<file path="config.mk">
export PLATFORM = sky130hd
export DESIGN_NAME = tcc_setup_ctrl
export DESIGN_NICKNAME = d
export VERILOG_FILES = /design/src/hw/tcc_pkg.sv /design/src/hw/tcc_setup_ctrl.sv /design/src/hw/tcc_osc_tick.sv
export SDC_FILE = /design/constraint.sdc
export NUM_CORES = 1
export LEC_CHECK = 0
export BUFFER_PORTS_ARGS = -buffer_cell sky130_fd_sc_hd__buf_4
export CAP_MARGIN = 10
export CORE_ASPECT_RATIO = 2
export CORE_MARGIN = 8
export CORE_UTILIZATION = 62
export CTS_CLUSTER_SIZE = 10
export DETAILED_ROUTE_END_ITERATION = 16
export PLACE_DENSITY = 0.85
export SLEW_MARGIN = 20
export SYNTH_ARGS = -nofsm -noshare
export SYNTH_HDL_FRONTEND = slang
export SYNTH_SLANG_ARGS = --single-unit
</file>
<file path="constraint.sdc">
create_clock -name CLOCK -period 4.1 [get_ports CLOCK]
set_input_delay 0.41 -clock CLOCK [delete_from_list [all_inputs] [get_ports CLOCK]]
set_output_delay 0.41 -clock CLOCK [all_outputs]
set_load 0.02 [all_outputs]
</file>
<file path="src/hw/tcc_pkg.sv">
// package: setup word layout, register address and timing constants
package tcc_pkg;

  localparam logic [3:0]  ADDR_SETUP0   = 4'hC;
  localparam logic [15:0] SETUP_RST_WR  = 16'h0000;
  localparam logic [15:0] SETUP_RST_RD  = 16'h4000;

  localparam int BIT_PEN   = 15;
  localparam int BIT_BUSY  = 14;
  localparam int BIT_RES   = 13;
  localparam int POS_RATE  = 11;
  localparam int POS_SETL  = 8;
  localparam int POS_PREC  = 5;
  localparam int POS_SENS  = 2;
  localparam int BIT_WTD   = 1;
  localparam int BIT_LSM   = 0;

  localparam int CLK_MHZ   = 100;
  localparam int OSC_MHZ   = 4;
  localparam int OSC_DIV   = CLK_MHZ / OSC_MHZ;
  localparam int LONG_NS   = 500;
  localparam int LONG_OSC  = 2;

  // delay tables in microseconds of oscillator time
  localparam int SETL_US [8] = '{0, 100, 500, 1000, 5000, 10000, 50000,
                                 100000};
  localparam int PREC_US [8] = '{20, 84, 276, 340, 1044, 1108, 1300, 1364};
  localparam int SENS_US [8] = '{32, 96, 544, 608, 2080, 2144, 2592, 2656};
  localparam int DLY_W = 19;

  localparam logic [3:0] FN_XYZ = 4'h0;
  localparam logic [3:0] FN_XY  = 4'h1;

  typedef enum {ST_IDLE, ST_PREC, ST_SENS, ST_SETL, ST_SAMP, ST_CONV}
    tcc_state_t;

  typedef struct packed {
    logic       pen_flow_mode;
    logic       resolution_select;
    logic [1:0] adc_rate_select;
    logic [2:0] panel_settle_time;
    logic [2:0] precharge_interval;
    logic [2:0] touch_sense_interval;
    logic       wait_touch_detect;
    logic       long_sample_mode;
  } tcc_setup_t;

  typedef struct packed {
    logic        wr;
    logic        rd;
    logic [3:0]  addr;
    logic [15:0] wdata;
  } tcc_reg_req_t;

  typedef struct packed {
    logic       start;
    logic [3:0] func;
    logic       res;
    logic       stop;
  } tcc_ctl1_t;

  function automatic logic [DLY_W-1:0] us_to_osc(input int us);
    us_to_osc = DLY_W'(us * OSC_MHZ);
  endfunction

endpackage

</file>
<file path="src/hw/tcc_setup_ctrl.sv">
// setup word register and scan sequencer
// Contract
// - sixteen-bit word, fields from pen mode down
// - reads 4000h after reset, writes default 0000h
// - pen bit reads current touch state
// - pen mode 1 lets device scan functions 0/1
// - busy bit reads 0 busy, 1 idle
// - writing busy bit 1 aborts, powers down
// - stop request clears itself
// - resolution bit 0 10-bit, 1 12-bit
// - conversion control byte also sets resolution
// - rate select divides oscillator 1, 2, 4
// - settle delay before sampling from table
// - precharge interval before sensing from table
// - sense wait after conversion from table
// - wait-detect drives pin high on no touch, only while idle in pen mode 0
// - long sample adds two oscillator cycles
// - registers sixteen bits, four-bit address access
`timescale 1ns/1ps
module tcc_setup_ctrl
  import tcc_pkg::*;
(
  // clock and reset
  input  wire logic          CLOCK,
  input  wire logic          RST_N,
  // register port
  input  wire tcc_reg_req_t  REG_REQ,
  output logic [15:0]        REG_RDATA,
  output logic               REG_RVALID,
  // conversion control byte
  input  wire tcc_ctl1_t     CTL1,
  // panel and converter
  input  wire logic          PEN_TOUCH,
  input  wire logic          CONV_DONE,
  output logic               ADC_POWER,
  output logic               ADC_SAMPLE,
  output logic               ADC_START,
  output logic               ADC_RES12,
  output logic               ADC_CLK_EN,
  output logic               PANEL_DRIVE,
  output logic               PANEL_PRECHARGE,
  output logic               SCAN_ABORTED,
  output logic               TOUCH_OR_DATA_READY_PIN
);
  import tcc_pkg::*;

  tcc_setup_t       setup;
  tcc_state_t       state;
  tcc_state_t       next_state;
  logic [3:0]       func;
  logic             pen_m;
  logic             pen;
  logic             stop_req;
  logic [DLY_W-1:0] cnt;
  logic [DLY_W-1:0] next_cnt;
  logic             osc_tick;
  logic             adc_tick;
  logic             busy;
  logic             wr_setup;
  logic             rd_setup;
  logic             cnt_zero;
  logic             auto_ok;
  logic             host_go;
  logic             auto_go;
  logic             armed;
  logic [15:0]      rd_word;

  // field layout of the written word
  function automatic tcc_setup_t unpack_word(input logic [15:0] w);
    unpack_word = '{
      pen_flow_mode:        w[BIT_PEN],
      resolution_select:    w[BIT_RES],
      adc_rate_select:      w[POS_RATE +: 2],
      panel_settle_time:    w[POS_SETL +: 3],
      precharge_interval:   w[POS_PREC +: 3],
      touch_sense_interval: w[POS_SENS +: 3],
      wait_touch_detect:    w[BIT_WTD],
      long_sample_mode:     w[BIT_LSM]
    };
  endfunction

  // pen input from the panel comparator is asynchronous
  always_ff @(posedge CLOCK or negedge RST_N) begin
    if (!RST_N) begin
      pen_m <= 1'b0;
      pen   <= 1'b0;
    end else begin
      pen_m <= PEN_TOUCH;
      pen   <= pen_m;
    end
  end

  tcc_osc_tick u_tick (
    .clk      (CLOCK),
    .rst_n    (RST_N),
    .rate     (setup.adc_rate_select),
    .osc_tick (osc_tick),
    .adc_tick (adc_tick)
  );

  assign wr_setup = REG_REQ.wr && (REG_REQ.addr == ADDR_SETUP0);
  assign rd_setup = REG_REQ.rd && (REG_REQ.addr == ADDR_SETUP0);
  assign busy     = (state != ST_IDLE);
  assign cnt_zero = (cnt == '0);

  // live pen and idle state on read
  assign rd_word = {pen, ~busy, setup.resolution_select,
                    setup.adc_rate_select, setup.panel_settle_time,
                    setup.precharge_interval, setup.touch_sense_interval,
                    setup.wait_touch_detect, setup.long_sample_mode};

  // device scans only for function codes 0 and 1
  assign auto_ok = setup.pen_flow_mode && armed &&
                   (func == FN_XYZ || func == FN_XY);
  assign auto_go = auto_ok && pen && !stop_req;
  assign host_go = !setup.pen_flow_mode && CTL1.start && !CTL1.stop;

  // setup word and function code
  always_ff @(posedge CLOCK or negedge RST_N) begin
    if (!RST_N) begin
      setup <= unpack_word(SETUP_RST_WR);
      func  <= 4'h0;
    end else begin
      if (wr_setup) begin
        setup <= unpack_word(REG_REQ.wdata);
      end else if (CTL1.start) begin
        setup.resolution_select <= CTL1.res;
      end
      if (CTL1.start)
        func <= CTL1.func;
    end
  end

  // stop request lives one cycle, then self-clears
  always_ff @(posedge CLOCK or negedge RST_N) begin
    if (!RST_N)
      stop_req <= 1'b0;
    else
      stop_req <= (wr_setup && REG_REQ.wdata[BIT_BUSY]) || CTL1.stop;
  end

  // abort disarms auto scans, else a held pen restarts one
  always_ff @(posedge CLOCK or negedge RST_N) begin
    if (!RST_N)
      armed <= 1'b0;
    else if (CTL1.start && !CTL1.stop)
      armed <= 1'b1;
    else if (stop_req)
      armed <= 1'b0;
  end

  // counters reloaded per step, decremented on oscillator ticks
  always_comb begin
    next_state = state;
    next_cnt   = cnt;
    if (osc_tick && !cnt_zero)
      next_cnt = cnt - DLY_W'(1);
    case (state)
      ST_IDLE: begin
        if (host_go || auto_go) begin
          next_state = ST_PREC;
          next_cnt = us_to_osc(PREC_US[setup.precharge_interval]);
        end
      end
      ST_PREC: begin
        if (cnt_zero) begin
          next_state = ST_SETL;
          next_cnt = us_to_osc(SETL_US[setup.panel_settle_time]);
        end
      end
      ST_SETL: begin
        if (cnt_zero) begin
          next_state = ST_SAMP;
          next_cnt = setup.long_sample_mode ? DLY_W'(LONG_OSC) : '0;
        end
      end
      ST_SAMP: begin
        if (cnt_zero)
          next_state = ST_CONV;
      end
      ST_CONV: begin
        if (CONV_DONE) begin
          next_state = ST_SENS;
          next_cnt = us_to_osc(SENS_US[setup.touch_sense_interval]);
        end
      end
      ST_SENS: begin
        if (cnt_zero)
          next_state = (auto_ok && pen) ? ST_PREC : ST_IDLE;
        if (cnt_zero && auto_ok && pen)
          next_cnt = us_to_osc(PREC_US[setup.precharge_interval]);
      end
      default: next_state = ST_IDLE;
    endcase
    if (stop_req) begin
      next_state = ST_IDLE;
      next_cnt   = '0;
    end
  end

  always_ff @(posedge CLOCK or negedge RST_N) begin
    if (!RST_N) begin
      state <= ST_IDLE;
      cnt   <= '0;
    end else begin
      state <= next_state;
      cnt   <= next_cnt;
    end
  end

  // registered outputs
  always_ff @(posedge CLOCK or negedge RST_N) begin
    if (!RST_N) begin
      REG_RDATA               <= SETUP_RST_RD;
      REG_RVALID              <= 1'b0;
      ADC_POWER               <= 1'b0;
      ADC_SAMPLE              <= 1'b0;
      ADC_START               <= 1'b0;
      ADC_RES12               <= 1'b0;
      ADC_CLK_EN              <= 1'b0;
      PANEL_DRIVE             <= 1'b0;
      PANEL_PRECHARGE         <= 1'b0;
      SCAN_ABORTED            <= 1'b0;
      TOUCH_OR_DATA_READY_PIN <= 1'b0;
    end else begin
      REG_RVALID <= rd_setup;
      REG_RDATA  <= rd_word;
      // converter powered only during a scan
      ADC_POWER  <= (next_state != ST_IDLE);
      ADC_SAMPLE <= (next_state == ST_SAMP);
      ADC_START  <= (state == ST_SAMP) && (next_state == ST_CONV);
      ADC_RES12  <= setup.resolution_select;
      ADC_CLK_EN <= adc_tick && (next_state == ST_CONV);
      PANEL_DRIVE     <= (next_state == ST_SETL) ||
                         (next_state == ST_SAMP) ||
                         (next_state == ST_CONV);
      PANEL_PRECHARGE <= (next_state == ST_PREC);
      SCAN_ABORTED    <= stop_req && busy;
      // background detect, high when idle in pen mode 0 with no touch
      TOUCH_OR_DATA_READY_PIN <= !setup.pen_flow_mode &&
                                 setup.wait_touch_detect && !busy && !pen;
    end
  end

  // assertions
  a_stop_self_clear:
    assert property (@(posedge CLOCK) disable iff (!RST_N)
      stop_req && !CTL1.stop && !wr_setup |=> !stop_req)
    else $error("stop request did not self clear");
  a_abort_idles:
    assert property (@(posedge CLOCK) disable iff (!RST_N)
      stop_req |=> state == ST_IDLE && !ADC_POWER)
    else $error("abort did not idle the converter");
  a_busy_read:
    assert property (@(posedge CLOCK) disable iff (!RST_N)
      rd_setup |=> REG_RDATA[BIT_BUSY] == !$past(busy))
    else $error("busy bit read wrong");
  a_pen_read:
    assert property (@(posedge CLOCK) disable iff (!RST_N)
      rd_setup |=> REG_RDATA[BIT_PEN] == $past(pen))
    else $error("pen bit read wrong");
  a_res_write:
    assert property (@(posedge CLOCK) disable iff (!RST_N)
      wr_setup |=> ##1 ADC_RES12 == $past(REG_REQ.wdata[BIT_RES], 2))
    else $error("resolution not applied");
  a_res_ctl_byte:
    assert property (@(posedge CLOCK) disable iff (!RST_N)
      CTL1.start && !wr_setup |=> setup.resolution_select == $past(CTL1.res))
    else $error("control byte resolution lost");
  a_auto_gate:
    assert property (@(posedge CLOCK) disable iff (!RST_N)
      state == ST_IDLE && !auto_ok && !host_go |=> state == ST_IDLE)
    else $error("scan started without permission");
  a_long_sample:
    assert property (@(posedge CLOCK) disable iff (!RST_N)
      state == ST_SETL && cnt_zero && setup.long_sample_mode && !stop_req
      |=> cnt == DLY_W'(LONG_OSC))
    else $error("long sample not loaded");
  a_pin_no_touch:
    assert property (@(posedge CLOCK) disable iff (!RST_N)
      TOUCH_OR_DATA_READY_PIN |-> !$past(pen) && !$past(busy))
    else $error("pin high while touched or busy");
  a_prec_order:
    assert property (@(posedge CLOCK) disable iff (!RST_N)
      state == ST_IDLE && next_state == ST_PREC |=> PANEL_PRECHARGE)
    else $error("precharge not entered");
  a_abort_disarm:
    assert property (@(posedge CLOCK) disable iff (!RST_N)
      stop_req && !CTL1.start |=> !armed)
    else $error("abort left device scans armed");

  c_host_scan: cover property (@(posedge CLOCK) host_go ##1 busy);
  c_auto_scan: cover property (@(posedge CLOCK) auto_go ##1 busy);
  c_abort:     cover property (@(posedge CLOCK) busy && stop_req);
  c_pin_high:  cover property (@(posedge CLOCK) TOUCH_OR_DATA_READY_PIN);
endmodule

</file>
<file path="src/hw/tcc_osc_tick.sv">
// oscillator tick and converter clock divider
`timescale 1ns/1ps
module tcc_osc_tick
  import tcc_pkg::*;
(
  input  wire logic       clk,
  input  wire logic       rst_n,
  input  wire logic [1:0] rate,
  output logic            osc_tick,
  output logic            adc_tick
);
  logic [4:0] pre;
  logic [1:0] div;
  logic       pre_end;
  logic       div_end;

  assign pre_end = (pre == 5'(OSC_DIV - 1));
  // divide by 1, 2 or 4
  assign div_end = (rate == 2'h0) ? 1'b1 :
                   (rate == 2'h1) ? div[0] : (div == 2'h3);

  always_ff @(posedge clk or negedge rst_n) begin
    if (!rst_n) begin
      pre      <= 5'h00;
      div      <= 2'h0;
      osc_tick <= 1'b0;
      adc_tick <= 1'b0;
    end else begin
      pre      <= pre_end ? 5'h00 : pre + 5'h01;
      osc_tick <= pre_end;
      adc_tick <= pre_end & div_end;
      if (pre_end)
        div <= div_end ? 2'h0 : div + 2'h1;
    end
  end
endmodule

</file>
==> results of run 1 <==
## worst max-delay path by stage
stage / start / endpoint / slack (ps) / depth (start not counted)
floorplan: cnt[0] / cnt[8] / 1910 / 9
global placement: cnt[0] / cnt[8] / 1330 / 8
detailed placement: cnt[0] / cnt[10] / 1270 / 8
CTS: cnt[0] / cnt[10] / 1220 / 8
global route: cnt[0] / cnt[12] / 870 / 8
finish: cnt[0] / cnt[12] / 1180 / 8
## power by group through the flow
stage	Sequential (uW)	Clock (uW)	Combinational [uW]
after floorplan	1240	0	118
after global placement	1230	0	265
after detailed placement	1230	0	273
after CTS	1210	914	275
after global routing	1220	957	301
final	1210	904	275
## cells by family after synthesis
kind of cell               count (synthesis)
xor gates and xnor gates                  18
other                                      1
AOI/OAI and AO/OA                         78
DFF                                      107
muxes                                     21
buffers and inverters                     37
and+or+nand+nor                          137
adders and majority gates                  9
## synth_stat cells, types with 3 or more instances
master | instances | area, um^2
nor4_4 | 4 | 85.08
nand2_1 | 29 | 108.9
a21o_1 | 3 | 22.52
xnor2_1 | 11 | 96.34
inv_1 | 18 | 67.56
o31ai_1 | 3 | 22.52
or3_1 | 5 | 31.28
o21ai_1 | 12 | 60.06
mux2i_1 | 4 | 40.04
clkbuf_1 | 8 | 30.03
and2_1 | 3 | 18.77
nor3_1 | 13 | 65.06
dfrtp_1 | 106 | 2653
ha_1 | 9 | 112.6
o21ai_0 | 12 | 60.06
nor4_1 | 12 | 75.07
nor2_1 | 20 | 75.07
nand2b_1 | 3 | 18.77
o22ai_1 | 3 | 18.77
mux2_2 | 17 | 191.4
or2_1 | 3 | 18.77
xor2_1 | 7 | 61.31
nand4_1 | 8 | 50.05
buf_4 | 4 | 30.03
o211ai_1 | 8 | 60.06
a21oi_1 | 12 | 60.06
nand3_1 | 11 | 55.05
## flip-flops by register name (all words and copies together) (netlist names), 2 cells and up
signal	count
state	32
cnt	19
REG_RDATA	16
rd_word	14
u_tick.pre	5
func	3
u_tick.div	2
## cell type report
cell class	count	area share [%]
inverters	21	1.396
repair buffers	60	8.200
clock buffers	12	4.721
multi-input cells	292	35.15
flip-flops and latches	107	47.45
clock inverters	4	0.9973
well taps	94	2.083
## critical path, cell delays in order, from the launching register on
cell	delay [ps]
dfrtp_1	420
inv_1	80
ha_1	200
nor3b_1	410
nand4_2	450
o21ai_0	460
nand4_1	330
nand2_2	310
o22ai_1	120
## per-stage QoR
stage	hold WS, ps	util (%)	power (uW)	worst slack, ps	cell area [um^2]
after floorplan	114.4	-	1362	1906	4835
after global placement	333.7	70.81	1491	1333	5303
after detailed placement	348.4	70.81	1502	1274	5303
after CTS	163.6	75.12	2402	1220	5625
after global routing	77.58	75.39	2482	867.0	5645
final	48.65	75.39	2390	1177	5645
## per-layer routing
metal | share of wire, % | routed length [um]
met5 | 0 | 0
met4 | 3.1 | 312
met3 | 6.9 | 702
met2 | 49 | 5029
met1 | 41 | 4163
==> metrics.yaml, run 1 <==
status:
  status: "complete, no violations"
route:
  vias: 3495
  wire_per_inst_um: 17.30
  via_per_inst: 5.924
  wirelength_um: 10210
  drc_errors: 0
  firstDrtPassIters: 5
  drtAntennaViolNets: 0
  drtIter0Drc: 391
synthesis:
  synth_cell_type_count: 72
  synth-xor-area-share_pct: 3.333
  async_flop_share_pct: 100.0
  synthCells: 408
  ys_seq_area_share_pct: 56.64
  synthMuxAreaShare_pct: 4.894
  synth_top_family_by_area: "simple AND/OR/NAND/NOR gates"
  yosys_warnings: 0
  synth_edf_count: 0
  synth_flop_cell: "dfrtp_1"
  syn_avg_cell_area_um2: 11.59
  synth_compound_area_share_pct: 11.51
  yosys.area_share.adder_pct: 2.381
  netlist_area_mm2: 0.004730
  synth_simple_gate_area_share_pct: 17.54
  yosys_register_bits: 107
sta:
  fmax_mhz: 342.1
  slew_headroom_pct: 50.90
  setup_tns_ps: 0
  fin_crit_ps: 2923
  fin_crit_sh_pct: 71.29
  setup_viol: 0
  rsz0062_at_grt: "false"
  finalHoldViolCount: 0
  clock_skew_ps: 7.849
  slew_viol_final: 0
  worst_pin_slew_ps: 729.7
min_path:
  hp-class: "input pin to asynchronous set/reset pin"
layout:
  num_antenna_cells: 0
  fillCellCount: 499
  multi_input_area_mm2: 0.001984
  layout_common_cells: "dfrtp_1, buf_4, nand2_1, conb_1, nor2_1"
  final_layout_size_suffix_gt1_share_pct: 23.59
  syn2layout_area_growth_pct: 19.36
  fin_nets: 533
  final_cells: 590
  seq_area_mm2: 0.002679
  final_common_cell: "dfrtp_1"
place:
  gp_congestion: 0.9608
  port_buffers: 57
  placedCellCount: 573
  dp_hpwl_um: 7174
grt:
  met3_usage_pct: 6.452
  antenna_found_initial: 0
  use_met2_pct: 31.08
  global_route.usage.met1_pct: 23.62
  overflow: 0
  top_usage_layer: "met2"
  gr-usage-all-layers_pct: 19.84
  grt_first_pass_wirelength_um: 17280
  grt_pass1_vias: 3609
  grt_max_degree: 85
power_and_ir_drop:
  power_switching_uw: 591.9
  combPwrFrac_pct: 11.5
  vdd_ir_drop_max_v: 0.0003640
  p_leak_uw: 0.002572
  sw_frac_of_total_pct: 24.77
  clock_power_share_pct: 37.8
  seq_power_share_pct: 50.7
  p_int_uw: 1798
  powerDensity_mw_per_mm2: 423.3
clock_network:
  cts_buffers: 9
  clk_path_buf_depth: 2
  cts_resized: 0
  hold_buffers: 0
  cts.sinks: 107
  clk_pin_slew_ps: 70
  insertion_delay_ps: 350
  cts_tree: "built"
  post_cts_buffers: 0
  h-tree-depth: 3
  clockRootBuffer: "clkbuf_16"
floorplanning:
  core_mm2: 0.007488
  die_h_um: 139.5
  die_x_um: 77.76
  die_area_mm2: 0.01085
  pin_count: 59
  fp-row-count: 45
  initial_core_util_pct: 63.16
critical_path:
  critPathArrivalTime_ps: 3120
  r2r_cells: 8
  crit_fanout: 13
  cp-end-kind: "flop"
  rrSetupSlack_ps: 1180
  r2r-end: "cnt[12]"
  crit_path_start_kind: "flop"
  cp.required_ps: 4300
  crit-reg2reg-launch: "cnt[0]"
  critical_path_class: "flop to flop"
flow_run:
  maxCapViolCount: 0
(Power assumes the default switching activity.)
==> run 2: changes to the inputs <==
--- a/config.mk
+++ b/config.mk
@@ -9,10 +9,10 @@
 export CAP_MARGIN = 10
 export CORE_ASPECT_RATIO = 2
 export CORE_MARGIN = 8
-export CORE_UTILIZATION = 62
+export CORE_UTILIZATION = 52
 export CTS_CLUSTER_SIZE = 10
 export DETAILED_ROUTE_END_ITERATION = 16
-export PLACE_DENSITY = 0.85
+export PLACE_DENSITY = 0.77
 export SLEW_MARGIN = 20
 export SYNTH_ARGS = -nofsm -noshare
 export SYNTH_HDL_FRONTEND = slang
==> constraint.sdc (replaced) <==
create_clock -name CLOCK -period 2.55 [get_ports CLOCK]
set_input_delay 0.255 -clock CLOCK [delete_from_list [all_inputs] [get_ports CLOCK]]
set_output_delay 0.255 -clock CLOCK [all_outputs]
set_load 0.02 [all_outputs]
==> metrics.yaml, run 2 (synthesis gave the netlist of run 1 again) <==
status:
  status: "complete, no violations"
critical_path:
  crit_path_start_kind: "flop"
  cp-end-kind: "flop"
  slowest_delay_ps: 570  # +110 ps
  cpMaxStageDelayCell: "or4b_4"
  cp.required_ps: 2800  # -1500 ps
  crit-reg2reg-launch: "cnt[0]"
  crit_fanout: 7  # -6
  critPathArrivalTime_ps: 2650  # -470 ps
  critical_path_class: "flop to flop"
  worstPathCellList: "inv_1 > ha_1 > nor3b_1 > buf_4 > nand4_2 > or4b_4 > a21oi_4 > a221oi_1 > o31ai_2"
  startpoint: "cnt[0]"
  rrSetupSlack_ps: 150  # -1020 ps
power_and_ir_drop:
  powerDensity_mw_per_mm2: 648.0  # +53%
  p_leak_uw: 0.002687  # +4.5%
  vdd_ir_drop_max_v: 0.0004990  # +37%
layout:
  fillCellCount: 687  # +38%
  num_antenna_cells: 0  # unchanged
  final_util_pct: 65.53  # -9.9 points
  multi_input_area_mm2: 0.001987  # +0.13%
  fin_nets: 559  # +4.9%
  top_regs: "state x32, cnt x19, REG_RDATA x16"
  largest-register: "state"
  seq_area_mm2: 0.002679  # unchanged
  layout_common_cells: "dfrtp_1, buf_4, nand2_1, conb_1, nor2_1"
  final_common_cell: "dfrtp_1"
  syn2layout_area_growth_pct: 23.17
  final_layout_size_suffix_gt1_share_pct: 26.87  # +3.3 points
  largest_reg_flops: 32  # unchanged
min_path:
  min_from: "PEN_TOUCH"
  hp-class: "input pin to flop"
sta:
  setup_tns_ps: 0  # unchanged
  fmax_mhz: 417.2  # +22%
  worst_pin_slew_ps: 826.2  # +96.51 ps
  finalHoldViolCount: 0  # unchanged
  holdWs_ps: 18.16  # -30.49 ps
  rsz0062_at_grt: "false"
  clock_skew_ps: 8.132  # +0.2832 ps
  fin_crit_ps: 2397  # -526.0 ps
  setup_viol: 0  # unchanged
  fin_crit_sh_pct: 94.00  # +23 points
  slew_headroom_pct: 44.78  # -6.1 points
  slew_viol_final: 0  # unchanged
clock_network:
  clockRootBuffer: "clkbuf_16"
  h-tree-depth: 3  # unchanged
  cts.sinks: 107  # unchanged
  cts_tree: "built"
  insertion_delay_ps: 340  # about the same
  clk_path_buf_depth: 2  # unchanged
  cts_buffers: 9  # unchanged
  clk_pin_slew_ps: 70  # about the same
place:
  gp_congestion: 0.9432  # -1.8%
  dp_hpwl_um: 8410  # +17%
  port_buffers: 57  # unchanged
route:
  drc_errors: 0  # unchanged
  vias: 3489  # -0.17%
  drtIter0Drc: 283  # -28%
  drtAntennaViolNets: 0  # unchanged
  wirelength_um: 10950  # +7.3%
  wire_per_inst_um: 17.58  # +1.6%
  via_per_inst: 5.600  # -5.5%
  firstDrtPassIters: 5  # unchanged
floorplanning:
  die_x_um: 83.44  # +7.3%
  core_mm2: 0.008890  # +19%
  fp-row-count: 49  # +8.9%
  die_h_um: 150.9  # +8.1%
  initial_core_util_pct: 53.20  # -10 points
  pin_count: 59  # unchanged
  die_area_mm2: 0.01259  # +16%
grt:
  grt_max_degree: 72  # -15%
  gr-usage-all-layers_pct: 18.03  # -1.8 points
  grt_first_pass_wirelength_um: 18040  # +4.4%
  grt_pass1_vias: 3679  # +1.9%
  overflow: 0  # unchanged
  antenna_found_initial: 0  # unchanged
flow_run:
  maxCapViolCount: 0  # unchanged
==> run 2: changes by cell type in the layout (fill, tap and decap cells not counted) <==
cell,before,now
clkinvlp_4,2,1
or2_4,0,1
inv_6,0,1
inv_8,1,0
buf_4,59,84
clkbuf_1,0,2
clkbuf_8,3,1
or2_1,3,2
dlygate4sd3_1,0,1
==> run 2: worst paths after layout <==
| check | endpoint | cells after the start |
|---|---|---|
| worst max-delay path | cnt[8] | 9 |
| worst min-delay path | pen_m | 1 |
| worst max register to register | cnt[8] | 9 |
| worst min register to register | pen | 0 |
| max in group asynchronous | REG_RDATA[14] | 3 |
| min in group asynchronous | rd_word[4] | 2 |
==> run 2: cell type report <==
type                            instances  area share [%]
Tap cell                              102           2.191
Timing Repair Buffer                   86           11.34
Inverter                               21           1.353
Clock buffer                           12           4.231
Multi-Input combinational cell        292           34.11
Sequential cell                       107           45.98
Clock inverter                          3          0.7947
==> run 2: critical path: cells and delay by family (launching register included) <==
kind	cells	cell delay [ps]
compound gates	3	560
fa+ha+maj	1	170
simple gates	3	980
flops	1	380
buf+inv	2	230
==> run 2: what timing repair did <==
action                     4_1_cts  5_1_grt
hold endpoints to repair        36        0
hold buffers                     1        0
setup buffers                    0        0
gates resized for setup          0        1
setup endpoints to repair        0        1
==> run 2: routing by layer <==
| layer | part of all wire [%] | wire [um] | GRT usage (%) |
|---|---|---|---|
| met4 | 4.4 | 482 | 10.96 |
| met2 | 59 | 6442 | 35.47 |
| met3 | 3.0 | 327 | 2.746 |
| met5 | 0 | 0 | 0 |
| met1 | 34 | 3701 | 16.78 |
==> run 2: metrics by stage <==
step           instances  total power, uW  setup slack (ps)  cell area [um^2]
5_1_grt              623             3920             30.36              5826
3_5_place_dp         607             2432             118.3              5520
3_3_place_gp         607             2417             206.7              5520
2_1_floorplan        436             2190             356.3              4835
6_report             623             3775             153.1              5826
4_1_cts              623             3797             113.4              5823
==> run 2: where the power goes <==
part           internal [uW]  switching (uW)  total [uW]
Combinational            212             247         458
Clock                    787             591        1380
Sequential              1840            99.6        1940
